[src/hw/esb_pkg.sv]
/*
 * Shared constants and types of the external bus sharing block.
 * Assumes a single 40 MHz system clock and a 16-bit external bus.
 */
package esb_pkg;
	// ==========================================================
	// Bus geometry
	localparam int ADDR_W = 16;
	localparam int DATA_W = 16;
	localparam int IO_PORT_W = 4;
	localparam int SIZE_W = 8;
	// Global size register reset value: no global area defined
	localparam logic [SIZE_W-1:0] SIZE_RST = 8'h00;
	// Smallest global area in words, one per value of the unmasked low address byte
	localparam int GLOBAL_MIN_WORDS = 256;
	localparam int GLOBAL_MAX_WORDS = 32768;
	// ==========================================================
	// Clock and lock-step phase counting
	localparam int CLK_PERIOD_NS = 25;
	localparam int PHASES = 4;
	localparam int PHASE_W = 2;
	localparam logic [PHASE_W-1:0] PHASE_RST = 2'h0;
	localparam logic [PHASE_W-1:0] PHASE_LAST = 2'h3;
	// Pin synchroniser depth
	localparam int SYNC_STAGES = 3;
	// Pins passed through the synchroniser, bit positions
	localparam int PIN_YIELD = 0;
	localparam int PIN_READY = 1;
	localparam int PIN_RESET = 2;
	localparam int PIN_SYNC = 3;
	localparam int PIN_COUNT = 4;
	localparam logic [PIN_COUNT-1:0] PIN_IDLE = 4'hd;
	// ==========================================================
	// Bus cycle sequencer, Gray coded along idle-access-wait
	typedef enum logic [1:0] {
		ESB_IDLE = 2'h0,
		ESB_ACCESS = 2'h1,
		ESB_WAIT = 2'h3,
		ESB_YIELDED = 2'h2
	} esb_state_t;
endpackage

[src/hw/esb_pins_if.sv]
/*
 * Carrier between the pin synchroniser and the bus sequencer.
 * Assumes raw levels arrive asynchronously from outside pins.
 */
`timescale 1ns/100ps
interface esb_pins_if #(
	parameter int N = 4
);
	logic [N-1:0] raw;
	logic [N-1:0] clean;
	// ==========================================================
	// Synchroniser side and consumer side
	modport filt (input raw, output clean);
	modport user (output raw, input clean);
endinterface

[src/hw/esb_pin_sync.sv]
/*
 * Three-stage pin synchroniser with agreement filter.
 * Assumes inputs are asynchronous to clk; clean bits change only
 * once the second and third stages agree.
 */
`timescale 1ns/100ps
module esb_pin_sync #(
	parameter int N = 4,
	parameter logic [N-1:0] IDLE = '0
) (
	input wire logic clk,
	input wire logic rst,
	esb_pins_if.filt pins
);
	logic [N-1:0] s1_q, s1_d;
	logic [N-1:0] s2_q, s2_d;
	logic [N-1:0] s3_q, s3_d;
	logic [N-1:0] out_q, out_d;

	// Elaboration check: at least one pin to filter
	if (N < 1) begin : g_bad_n
		$error("esb_pin_sync needs at least one pin");
	end

	// ==========================================================
	// Stage shifting and agreement, one filter per pin
	genvar g;
	generate
		for (g = 0; g < N; g++) begin : g_pin
			// First stage is read only by the second
			always_comb begin
				s1_d[g] = pins.raw[g];
				s2_d[g] = s1_q[g];
				s3_d[g] = s2_q[g];
				out_d[g] = (s2_q[g] == s3_q[g]) ? s3_q[g] : out_q[g];
			end
		end
	endgenerate

	// Registers, preset to the idle pin levels
	always_ff @(posedge clk) begin
		if (rst) begin
			s1_q <= IDLE;
			s2_q <= IDLE;
			s3_q <= IDLE;
			out_q <= IDLE;
		end else begin
			s1_q <= s1_d;
			s2_q <= s2_d;
			s3_q <= s3_d;
			out_q <= out_d;
		end
	end

	assign pins.clean = out_q;
endmodule

[src/hw/esb_bus_share.sv]
/*
 * External bus sharing logic: bus yield to an outside master, global
 * area requests with ready as grant, parallel I/O select, lock-step
 * phase alignment.
 * Assumes a core-side requester that holds its request until done,
 * and outside logic that resolves the pin levels from the enables.
 */
// Function
// - Float address, data, control while yielded, entered only between bus cycles
// - Acknowledge yield after buses are released
// - Size register sets global area, 256..32K
// - Assert global request with the strobe of each global access
// - Wait states until ready grants the bus
// - Global access never halts a processor
// - I/O uses low address nibble, select low
// - Sync input aligns phases for lock-step
`timescale 1ns/100ps
module esb_bus_share #(
	parameter int ADDR_W = esb_pkg::ADDR_W,
	parameter int DATA_W = esb_pkg::DATA_W
) (
	input wire logic clk,
	input wire logic rst,
	input wire logic core_req,
	input wire logic core_write,
	input wire logic core_io,
	input wire logic [ADDR_W-1:0] core_addr,
	input wire logic [DATA_W-1:0] core_wdata,
	output logic core_done,
	output logic [DATA_W-1:0] core_rdata,
	output logic core_halted,
	output logic core_reset,
	input wire logic size_load,
	input wire logic [esb_pkg::SIZE_W-1:0] size_value,
	output logic [esb_pkg::SIZE_W-1:0] global_size_register,
	input wire logic bus_yield_req_n,
	output logic bus_yield_ack_n,
	input wire logic ready,
	input wire logic reset_input_n,
	input wire logic sync_n,
	output logic [esb_pkg::PHASE_W-1:0] phase,
	output logic [ADDR_W-1:0] addr_o,
	output logic addr_oe,
	input wire logic [DATA_W-1:0] data_i,
	output logic [DATA_W-1:0] data_o,
	output logic data_oe,
	output logic strobe_n,
	output logic strobe_oe,
	output logic read_write,
	output logic read_write_oe,
	output logic global_bus_request_n,
	output logic global_bus_request_oe,
	output logic io_space_select_n,
	output logic io_space_select_oe
);
	// Elaboration check: the I/O and global decode assume a 16-bit address
	if (ADDR_W != esb_pkg::ADDR_W || DATA_W < 1) begin : g_bad_width
		$error("esb_bus_share supports a 16-bit address only");
	end

	// ==========================================================
	// Pin synchronisers
	esb_pins_if #(.N(esb_pkg::PIN_COUNT)) pins ();

	assign pins.raw[esb_pkg::PIN_YIELD] = bus_yield_req_n;
	assign pins.raw[esb_pkg::PIN_READY] = ready;
	assign pins.raw[esb_pkg::PIN_RESET] = reset_input_n;
	assign pins.raw[esb_pkg::PIN_SYNC] = sync_n;

	esb_pin_sync #(
		.N(esb_pkg::PIN_COUNT),
		.IDLE(esb_pkg::PIN_IDLE)
	) u_sync (
		.clk(clk),
		.rst(rst),
		.pins(pins)
	);

	logic yield_req;
	logic ready_s;
	logic reset_req;
	logic sync_low;
	assign yield_req = ~pins.clean[esb_pkg::PIN_YIELD];
	assign ready_s = pins.clean[esb_pkg::PIN_READY];
	assign reset_req = ~pins.clean[esb_pkg::PIN_RESET];
	assign sync_low = ~pins.clean[esb_pkg::PIN_SYNC];

	// ==========================================================
	// Global area decode: a set mask bit must match in the address
	function automatic logic is_global(input logic [ADDR_W-1:0] a,
			input logic [esb_pkg::SIZE_W-1:0] m);
		is_global = (m != '0) && ((a[ADDR_W-1 -: esb_pkg::SIZE_W] & m) == m);
	endfunction

	logic [esb_pkg::SIZE_W-1:0] size_q, size_d;

	// Size register; mask 8'h80 gives 32K words, 8'hff gives 256
	always_comb begin
		size_d = size_q;
		if (size_load) begin
			size_d = size_value;
		end
	end

	always_ff @(posedge clk) begin
		if (rst) begin
			size_q <= esb_pkg::SIZE_RST;
		end else begin
			size_q <= size_d;
		end
	end

	assign global_size_register = size_q;

	// ==========================================================
	// Bus cycle sequencer
	esb_pkg::esb_state_t state_q, state_d;
	logic [ADDR_W-1:0] addr_q, addr_d;
	logic [DATA_W-1:0] wdata_q, wdata_d;
	logic [DATA_W-1:0] rdata_q, rdata_d;
	logic write_q, write_d;
	logic io_q, io_d;
	logic glob_q, glob_d;
	logic done_q, done_d;
	logic ack_n_q, ack_n_d;
	// Wait cycles spent before the synchronised ready may be trusted
	localparam logic [1:0] READY_HOLD = 2'(esb_pkg::SYNC_STAGES - 1);
	logic [1:0] hold_q, hold_d;

	// Next state; a yield is honoured only between bus cycles so that
	// a transfer is never cut in half on the shared pins
	always_comb begin
		state_d = state_q;
		addr_d = addr_q;
		wdata_d = wdata_q;
		rdata_d = rdata_q;
		write_d = write_q;
		io_d = io_q;
		glob_d = glob_q;
		done_d = 1'b0;
		hold_d = hold_q;
		unique case (state_q)
			esb_pkg::ESB_IDLE: begin
				if (yield_req) begin
					state_d = esb_pkg::ESB_YIELDED;
				end else if (core_req && !core_done && !reset_req) begin
					state_d = esb_pkg::ESB_ACCESS;
					hold_d = '0;
					write_d = core_write;
					io_d = core_io;
					wdata_d = core_wdata;
					if (core_io) begin
						// Upper bits low, port number in the low nibble
						addr_d = {{(ADDR_W-esb_pkg::IO_PORT_W){1'b0}},
							core_addr[esb_pkg::IO_PORT_W-1:0]};
						glob_d = 1'b0;
					end else begin
						addr_d = core_addr;
						glob_d = is_global(core_addr, size_q);
					end
				end
			end
			esb_pkg::ESB_ACCESS: begin
				state_d = esb_pkg::ESB_WAIT;
			end
			esb_pkg::ESB_WAIT: begin
				// Wait states last until ready grants; no halt involved. A grant
				// of the previous cycle may still sit in the synchroniser, so
				// ready is looked at only once that has flushed out
				if (hold_q != READY_HOLD) begin
					hold_d = hold_q + 2'h1;
				end else if (ready_s) begin
					state_d = esb_pkg::ESB_IDLE;
					done_d = 1'b1;
					if (!write_q) begin
						rdata_d = data_i;
					end
				end
			end
			esb_pkg::ESB_YIELDED: begin
				if (!yield_req) begin
					state_d = esb_pkg::ESB_IDLE;
				end
			end
		endcase
		// Acknowledge follows the release by one cycle, and rises in the cycle drive returns
		ack_n_d = !(state_q == esb_pkg::ESB_YIELDED && yield_req);
	end

	always_ff @(posedge clk) begin
		if (rst) begin
			state_q <= esb_pkg::ESB_IDLE;
			addr_q <= '0;
			wdata_q <= '0;
			rdata_q <= '0;
			write_q <= 1'b0;
			io_q <= 1'b0;
			glob_q <= 1'b0;
			done_q <= 1'b0;
			ack_n_q <= 1'b1;
			hold_q <= '0;
		end else begin
			state_q <= state_d;
			addr_q <= addr_d;
			wdata_q <= wdata_d;
			rdata_q <= rdata_d;
			write_q <= write_d;
			io_q <= io_d;
			glob_q <= glob_d;
			done_q <= done_d;
			ack_n_q <= ack_n_d;
			hold_q <= hold_d;
		end
	end

	// ==========================================================
	// Lock-step phase: sync low holds phase zero, release starts count
	logic [esb_pkg::PHASE_W-1:0] phase_q, phase_d;

	always_comb begin
		if (sync_low) begin
			phase_d = esb_pkg::PHASE_RST;
		end else if (phase_q == esb_pkg::PHASE_LAST) begin
			phase_d = esb_pkg::PHASE_RST;
		end else begin
			phase_d = phase_q + 2'h1;
		end
	end

	always_ff @(posedge clk) begin
		if (rst) begin
			phase_q <= esb_pkg::PHASE_RST;
		end else begin
			phase_q <= phase_d;
		end
	end

	assign phase = phase_q;

	// ==========================================================
	// Pin drive; every bus output floats while yielded
	logic driving;
	logic cycle;
	assign driving = (state_q != esb_pkg::ESB_YIELDED);
	assign cycle = (state_q == esb_pkg::ESB_ACCESS) || (state_q == esb_pkg::ESB_WAIT);

	assign addr_o = addr_q;
	assign addr_oe = driving;
	assign data_o = wdata_q;
	assign data_oe = driving && cycle && write_q;
	assign strobe_n = !cycle;
	assign strobe_oe = driving;
	assign read_write = !write_q;
	assign read_write_oe = driving;
	// Request moves with the strobe by riding the same cycle flops
	assign global_bus_request_n = !(cycle && glob_q);
	assign global_bus_request_oe = driving;
	assign io_space_select_n = !(cycle && io_q);
	assign io_space_select_oe = driving;
	assign bus_yield_ack_n = ack_n_q;

	// ==========================================================
	// Core side; the core stalls only for a yield, never for global
	// traffic, and a pin reset with yield lets the master download
	assign core_done = done_q;
	assign core_rdata = rdata_q;
	assign core_halted = (state_q == esb_pkg::ESB_YIELDED);
	assign core_reset = reset_req;
endmodule

[config.mk]
export PLATFORM = sky130hd
export DESIGN_NAME = esb_bus_share
export DESIGN_NICKNAME = d
export VERILOG_FILES = /design/src/hw/esb_pkg.sv /design/src/hw/esb_pins_if.sv /design/src/hw/esb_pin_sync.sv /design/src/hw/esb_bus_share.sv
export SDC_FILE = /design/constraint.sdc
export NUM_CORES = 1
export LEC_CHECK = 0
export BUFFER_PORTS_ARGS = -buffer_cell sky130_fd_sc_hd__buf_2
export CAP_MARGIN = 25
export CORE_ASPECT_RATIO = 0.5
export CORE_MARGIN = 2
export CORE_UTILIZATION = 35
export CTS_BUF_LIST = sky130_fd_sc_hd__clkbuf_4
export CTS_CLUSTER_DIAMETER = 120
export DETAILED_ROUTE_END_ITERATION = 7
export PLACE_DENSITY = 0.7
export SYNTH_ARGS = -nofsm -noshare
export SYNTH_HDL_FRONTEND = slang
export SYNTH_HIERARCHICAL = 1
export SYNTH_SLANG_ARGS = --single-unit
[constraint.sdc]
create_clock -name clk -period 2.15 [get_ports clk]
set_clock_uncertainty 0.1 [all_clocks]
set_input_delay 0.43 -clock clk [delete_from_list [all_inputs] [get_ports clk]]
set_output_delay 0.43 -clock clk [all_outputs]
set_load 0.05 [all_outputs]
## Word-level counts from Yosys, hierarchy flattened

Index checks and enable logic that the tools add are counted.

- Memory bits (read-only): 0
- Memories: 0
- Bits in registers: 83
- Latch bits: 0
- Word-level logic and storage cells: 83
- Bits in writable memories: 0
- Input bits: 66
- Output and inout port bits: 72

- Bitwise logic cells: 7
- Shifts and indexed selects: 0
- Equality and inequality tests: 18
- $lt $le $gt $ge: 0
- Mux-type cells: 13
- Add/subtract/negate cells: 2
- Div/mod/pow operators: 0
- Reduce and logical (&&, ||, !) cells: 24
- Multipliers: 0

Operators by type and width:

| cell | number |
|---|---|
| 2-to-1 mux 16 bit | 1 |
| 2-to-1 mux 2 bit | 8 |
| AND reduction 4 bit | 3 |
| inequality test 2 bit (second input constant) | 5 |
| AND 8 bit | 1 |
| == test 8 bit | 1 |
| logical AND 1 bit | 8 |
| case mux 2 bit (4 select lines) | 1 |
| nonzero test 8 bit | 1 |
| == test 2 bit (second input constant) | 3 |
| logical NOT 1 bit | 6 |
| inequality test 2 x 1 -> 1 bit (second input constant) | 3 |
| inverter 1 bit | 6 |
| OR reduction 3 bit | 2 |
| adder 2 x 1 -> 2 bit (second input constant) | 2 |
| == test 1 bit | 4 |
| case mux 2 bit (2 select lines) | 1 |
| inequality test 3 bit (second input constant) | 1 |
| AND reduction 3 bit | 1 |
| == test 2 x 1 -> 1 bit (second input constant) | 1 |
| logical NOT 2 bit | 1 |
| 2-to-1 mux 1 bit | 2 |
| nonzero test 2 bit | 1 |
| logical OR 1 bit | 1 |

## Longest topological paths before layout

Gate-level depths: netlist of run 1.

- Word-level depth: 6
- Depth in mapped cells: 7
- Gate-level depth less buffers: 6

## Hierarchy

The synthesis of run 1 kept the hierarchy.

Modules (own cells, without submodules):

| module | sequential area each (um^2) | cells each | area an instance (um^2) | times used |
|---|---|---|---|---|
| esb_bus_share | 1341.3 | 290 | 2542.4 | 1 |
| esb_pin_sync | 320.3 | 41 | 476.7 | 1 |

## Worst setup path after synthesis of run 1

No wires, ideal clock.

- Path kind: register -> output
- Start point: register state_q[0]
- End point: output global_bus_request_oe
- Stages on the path, launching flop included: 5
- Setup slack: -475 ps
- Buffers on the path: 2
- Arrival time: 2095 ps
- Data required time: 1620 ps
- Cell sequence: dfxtp_1 > clkbuf_1 > nor2b_1 > inv_1 > buf_4

- Word-level cells in the longest chain between the ends: 1

RTL lines:

| what | RTL line | text |
|---|---|---|
| from (decl) | esb_bus_share.sv:117 | `esb_pkg::esb_state_t state_q, state_d;` |
| from (signal assigned) | esb_bus_share.sv:192 | `state_q <= esb_pkg::ESB_IDLE;` |
| from (signal assigned) | esb_bus_share.sv:203 | `state_q <= state_d;` |
| inequality test 2 bit | esb_bus_share.sv:244 | `assign driving = (state_q != esb_pkg::ESB_YIELDED);` |
| to (decl) | esb_bus_share.sv:52 | `output logic global_bus_request_oe,` |

No other way between the ends.

## Worst setup path in the final report of run 1

- Start point: register state_q[0]
- End point: output data_oe

- Word-level cells in the longest chain between the ends: 4
- Elaborated cells between the ends (all ways): 6
- Those cells by class: 3 x eq/ne; 3 x reduce/logical

RTL lines:

| what | RTL line | text |
|---|---|---|
| == test 2 x 1 -> 1 bit / == test 2 bit (equally long branches) | esb_bus_share.sv:245 | `assign cycle = (state_q == esb_pkg::ESB_ACCESS) \|\| (state_q == esb_pkg::ESB_WAIT);` |
| logical OR 1 bit | esb_bus_share.sv:245 |  |
| logical AND 1 bit (*) (2 in a row) | esb_bus_share.sv:250 | `assign data_oe = driving && cycle && write_q;` |
| to (decl) | esb_bus_share.sv:46 | `output logic data_oe,` |

Mark *: on every way between the ends. The rest lies on a longest branch, timed or not.

==> results of run 1 <==
-- state kept, by name, indices dropped and copies added (netlist names), 2 cells and up --
name / flops
data_o: 16
u_sync/pins.clean: 4
global_size_register: 8
u_sync/s1_q: 4
u_sync/s3_q: 4
state_q: 2
addr_o: 16
u_sync/s2_q: 4
core_rdata: 16
hold_q: 2
phase: 2
-- final cells by class --
class,count,area share (%)
Clock buffer,9,1.69
Multi-Input combinational cell,215,30.4
Tap cell,112,3.51
Timing Repair Buffer,146,18.9
Inverter,10,0.940
Sequential cell,83,41.7
Clock inverter,7,2.88
-- cells by family after synthesis --
family,synth area share (%)
AND/OR/NAND/NOR,21.7
flip-flops,55.0
AO/OA/AOI/OAI,9.37
buffers and inverters,5.14
multiplexers,7.96
adder cells (fa/ha/maj),0.829
-- critical path: cells and delay by family (launching register included) --
| kind | cells | cell delay, ps |
|---|---|---|
| buf+inv | 2 | 370 |
| flops | 1 | 490 |
| simple gates | 1 | 100 |
-- per-stage QoR --
| step | util [%] | setup TNS (ps) | hold WS, ps | setup slack (ps) |
|---|---|---|---|---|
| 3_3_place_gp | 46.6 | 0 | 287 | 420 |
| 5_1_grt | 48.8 | 0 | 45.1 | 142 |
| 2_1_floorplan | - | -70.7 | 283 | -70.7 |
| 6_report | 48.8 | 0 | 87.8 | 236 |
| 3_5_place_dp | 46.6 | 0 | 296 | 385 |
| 4_1_cts | 48.8 | 0 | 44.7 | 38.4 |
-- metal layers --
metal  wire length (um)  share of wire, %  GRT usage, %
met3                396               5.7          4.46
met4                108               1.5          5.56
met2               3420                49          24.8
met5                  0                 0             0
met1               3080                44          16.4
-- synthesized netlist by cell type (all sizes together) (4+ instances only) --
cell,count,area (um2)
a21oi,42,210
buf,16,91.3
clkbuf,7,26.3
dfxtp,83,1660
inv,10,37.5
mux2i,24,240
nand2,63,236
nand3,4,20.0
nand3b,8,60.1
nor2,30,115
or2,11,68.8
or3,6,37.5
-- worst max-delay path by stage --
| stage | from | endpoint |
|---|---|---|
| global placement | core_req | data_o[13]$_SDFFE_PP0P_ |
| CTS | state_q[0]$_SDFFE_PP0P_ | data_oe |
| floorplan | state_q[0]$_SDFFE_PP0P_ | data_oe |
| global route | state_q[0]$_SDFFE_PP0P_ | data_oe |
| detailed placement | core_req | addr_o[7]$_SDFFE_PP0P_ |
| finish | state_q[0]$_SDFFE_PP0P_ | data_oe |
-- power breakdown --
part | internal [mW] | switching [mW] | total, mW | leakage (nW)
Clock | 0.587 | 0.516 | 1.10 | 0.0940
Combinational | 0.153 | 0.349 | 0.502 | 1.06
Sequential | 1.60 | 0.0407 | 1.64 | 0.678
-- cells in the final DEF (no fill, tap or decap), drive strengths merged, types with 4 or more instances in the layout --
| master | count |
|---|---|
| nand3 | 4 |
| inv | 11 |
| or2 | 11 |
| nand3b | 8 |
| clkbuf | 9 |
| mux2i | 24 |
| buf | 146 |
| or3 | 6 |
| nand2 | 63 |
| a21oi | 42 |
| nor2 | 30 |
| dfxtp | 83 |
==> results.cfg, run 1 <==
[worst_setup_path]
worst_r2r_endpoint = data_o[1]$_SDFFE_PP0P_
r2r-start = u_sync/pins.clean[0]$_SDFFE_PP1N_
cpPeakStageDelay_ps = 490
crit_type = reg2out
cp_cell_sequence = inv_1 -> nor2_1 -> buf_2
critPathRequiredTime_ps = 1620
reg2reg_slack_ps = 470
cp_slowest_cell = dfxtp_2
start_kind = flop
r2r_cells = 5
end_kind = output pin
critPathMaxFanout = 12
cp.arrival_ps = 1380

[outcome]
status = finished, final reports clean

[yosys]
synth_top_flop_cell = dfxtp_1
synth_edf_count = 0
ys_seq_elements = 83
syn-num-nets = 399
synth_warnings = 6
syn_area_per_cell_um2 = 9.12
synth_seq_area_share_pct = 55.0
netlist_area_um2 = 3020
synth_cell_type_count = 35
async_reset_ff_share_pct = 0
syn_inst = 331

[grt]
track_usage_pct = 14.2
grt-ovfl-total = 0
grt_max_degree = 26
antenna_found_initial = 0
first_global_vias = 2322
grt_pass1_wl_um = 10800

[timing]
period_share_pct = 89.0
finalCriticalPeriod_ps = 1910
rsz0062_at_grt = no
fmax_mhz = 523
timing_hold_violations_final = 0
slew-limit-headroom_pct = 69.1
tightest_slew_ps = 452
setup_viol = 0
drv_slew = 0

[worst_hold_path]
worstHoldStart = reset_input_n
min_to = u_sync/s1_q[2]$_SDFF_PP1_
min_path_type = in2reg
holdPathStages = 2

[route]
viasPerCell = 4.54
drt_iter0_markers = 111
vias = 2645
dr.pass1.iters = 4
wirelength_um = 7000
wire_per_inst_um = 12.0
final_antenna_net_count = 0
drc = 0

[cells_and_area]
syn2layout_area_growth_pct = 32.2
seq_area_um2 = 1660
drive_gt1_share_pct = 36.8
fill_cells = 819
stdcell_area_um2 = 3990
multiInputGateArea_um2 = 1210
nets = 533
antenna_cells = 0
layoutNonFillerInstCount = 582

[clock_tree]
insertion_delay_ps = 410
numCtsBuffers = 9
clock_sinks = 83
clockRootBuffer = clkbuf_4
clk_pin_slew_worst_paths_ps = 130
cts_buffer_depth = 2
ctsHoldBuffers = 0
post-cts-setup-buffer-count = 0
cts_tree = yes
cts-resized-gates = 0
h-tree-depth = 3

[power]
irDropWorstVdd_mv = 0.355
leakage_nw = 1.84
power_mw = 3.25
powerDensity_nw_per_um2 = 814

[floorplan]
core_area_um2 = 8170
rows = 23
fp.dieH_um = 69.7
die_area_um2 = 9430
start_util_pct = 36.9
io_pins = 138
die_w_um = 135

[placed_design]
placed_area_um2 = 3810
port_buffers = 137
placedCellCount = 566
hpwl_um = 5160
place_congestion = 0.768

[run]
max_cap_violations = 0
Note: power is estimated with default switching activity, not from simulation.
==> run 2, diff against run 1 <==
Settings changed: ABC_AREA set to 1, PLACE_DENSITY 0.7 to 0.59.
==> run 2 against run 1 <==
Compared with the run above: area after synthesis increased by 6.2%; worst setup slack got worse by 71 ps; critical path depth increased by 1; largest power group unchanged; highest routed layer unchanged.
==> results.cfg, run 2 <==
[outcome]
status = finished, final reports clean

[clock_tree]
h-tree-depth = 3
clock_sinks = 83
cts_buffer_depth = 2
post-cts-setup-buffer-count = 0
ctsHoldBuffers = 0
clk_pin_slew_worst_paths_ps = 130
insertion_delay_ps = 430
cts-resized-gates = 1
clockRootBuffer = clkbuf_4
cts_tree = yes
numCtsBuffers = 9

[yosys]
synth_compound_area_share_pct = 11.7
netlist_area_um2 = 3210
synth_seq_area_share_pct = 51.8
synth_top_flop_cell = dfxtp_1
synth_warnings = 6
synthXorXnorAreaFrac_pct = 0
async_reset_ff_share_pct = 0
synth_top_family_by_area = simple AND/OR/NAND/NOR gates
synthAdderAreaFrac_pct = 0.781
yosys.area.top_type_share_pct = 51.8
syn_inst = 408
synth_simple_gate_area_share_pct = 25.7
synth_edf_count = 0
synth_most_common_cell = nor2_1
synthMuxAreaShare_pct = 0
syn_area_per_cell_um2 = 7.86
synth_area_leaders = dfxtp_1 (52%), nor2_1 (13%), o21ai_0 (6.6%)
ys_seq_elements = 83
syn-num-nets = 476
synth_largest_area_cell = dfxtp_1
synth_cell_type_count = 25
synthTopCellsByCount = nor2_1 (112), dfxtp_1 (83), nand2_1 (47)

[route]
drt_iter0_markers = 131
wirelength_um = 7740
final_antenna_net_count = 0
viasPerCell = 4.40
vias = 2909
dr.pass1.iters = 4
wire_per_inst_um = 11.7
drc = 0

[worst_setup_path]
cp_num_buf_inv = 3
end_kind = output pin
cp_cell_sequence = buf_4 -> nor2_4 -> inv_1 -> buf_2
critPathRequiredTime_ps = 1620
cpPeakStageDelay_ps = 460
cpLargestDelayFamily = buffers and inverters
cp.arrival_ps = 1450
start_kind = flop
cp_slowest_cell = dfxtp_2
crit_cells = 4
crit_type = reg2out
critPathMaxFanout = 7
r2r_cells = 6

[timing]
finalCriticalPeriod_ps = 1980
final.setup.tns_ps = 0
setup_viol = 0
drv_slew = 0
timing_hold_violations_final = 0
period_share_pct = 92.3
layout_setup_ws_ps = 166
tightest_slew_ps = 570
hold_ws_ps = 66.9
rsz0062_at_grt = no
fmax_mhz = 504
slew-limit-headroom_pct = 62.0

[cells_and_area]
syn2layout_area_growth_pct = 26.3
antenna_cells = 0
fill_cells = 931
final_cell_mix = buf_2 (137), nor2_1 (111), dfxtp_1 (82)
drive_gt1_share_pct = 31.4
multiInputGateArea_um2 = 1230
seq_area_um2 = 1660
nets = 607
final_common_cell = buf_2

[floorplan]
fp.dieH_um = 71.7
io_pins = 138
core_area_um2 = 8800
rows = 24
die_area_um2 = 9990
die_w_um = 139
start_util_pct = 36.4

[placed_design]
place_congestion = 0.823
post-place-ws_ps = 361
port_buffers = 137
hpwl_um = 5560

[power]
leakage_nw = 2.09
irDropWorstVdd_mv = 0.274
power_mw = 3.19
powerDensity_nw_per_um2 = 788

[grt]
track_usage_pct = 15.8
first_global_vias = 2651
antenna_found_initial = 0
grt_max_degree = 37
grt-ovfl-total = 0
grt_pass1_wl_um = 12600

[worst_hold_path]
min_path_type = in2reg
holdPathStages = 2

[run]
max_cap_violations = 0
## run 2: final cells by class
cell class | instances | area share [%]
Clock buffer | 9 | 1.67
Clock inverter | 7 | 1.45
Inverter | 39 | 3.68
Multi-Input combinational cell | 264 | 30.4
Sequential cell | 83 | 41.1
Tap cell | 117 | 3.61
Timing Repair Buffer | 142 | 18.2
## run 2: per-stage QoR
| step | std cells | utilization (%) | instance area (um2) |
|---|---|---|---|
| final | 661 | 46.0 | 4050 |
| after global routing | 661 | 46.0 | 4050 |
| after CTS | 661 | 46.0 | 4050 |
| after detailed placement | 645 | 44.6 | 3920 |
| after global placement | 645 | 44.6 | 3920 |
| after floorplan | 408 | - | 3210 |
## run 2: kinds of logic after synthesis
family,after synthesis
adders and majority gates,2
DFF,83
AOI/OAI and AO/OA,71
buffers and inverters,61
and+or+nand+nor,191
## run 2: path summary, 6_finish.rpt
path | from | slack [ps] | endpoint
setup reg to reg | state_q[0]$_SDFFE_PP0P_ | 540 | data_o[1]$_SDFFE_PP0P_
hold / removal | bus_yield_req_n | 70 | u_sync/s1_q[0]$_SDFF_PP1_
hold reg to reg | u_sync/s1_q[1]$_SDFF_PP0_ | 310 | u_sync/s2_q[1]$_SDFF_PP0_
setup / recovery | state_q[0]$_SDFFE_PP0P_ | 170 | read_write_oe
## run 2: report_power, final
| group | internal [mW] | switching, mW | total (mW) |
|---|---|---|---|
| sequential | 1.62 | 0.0567 | 1.68 |
| combinational | 0.177 | 0.469 | 0.646 |
| clock | 0.339 | 0.527 | 0.866 |
## run 2: per-layer routing
metal | global-route usage, % | up-vias | part of all wire, %
met1 | 20.0 | 1279 | 47
li1 | - | 1537 | -
met2 | 25.7 | 80 | 45
met3 | 4.95 | 13 | 5.6
met4 | 6.06 | 0 | 1.7
met5 | 0 | - | 0
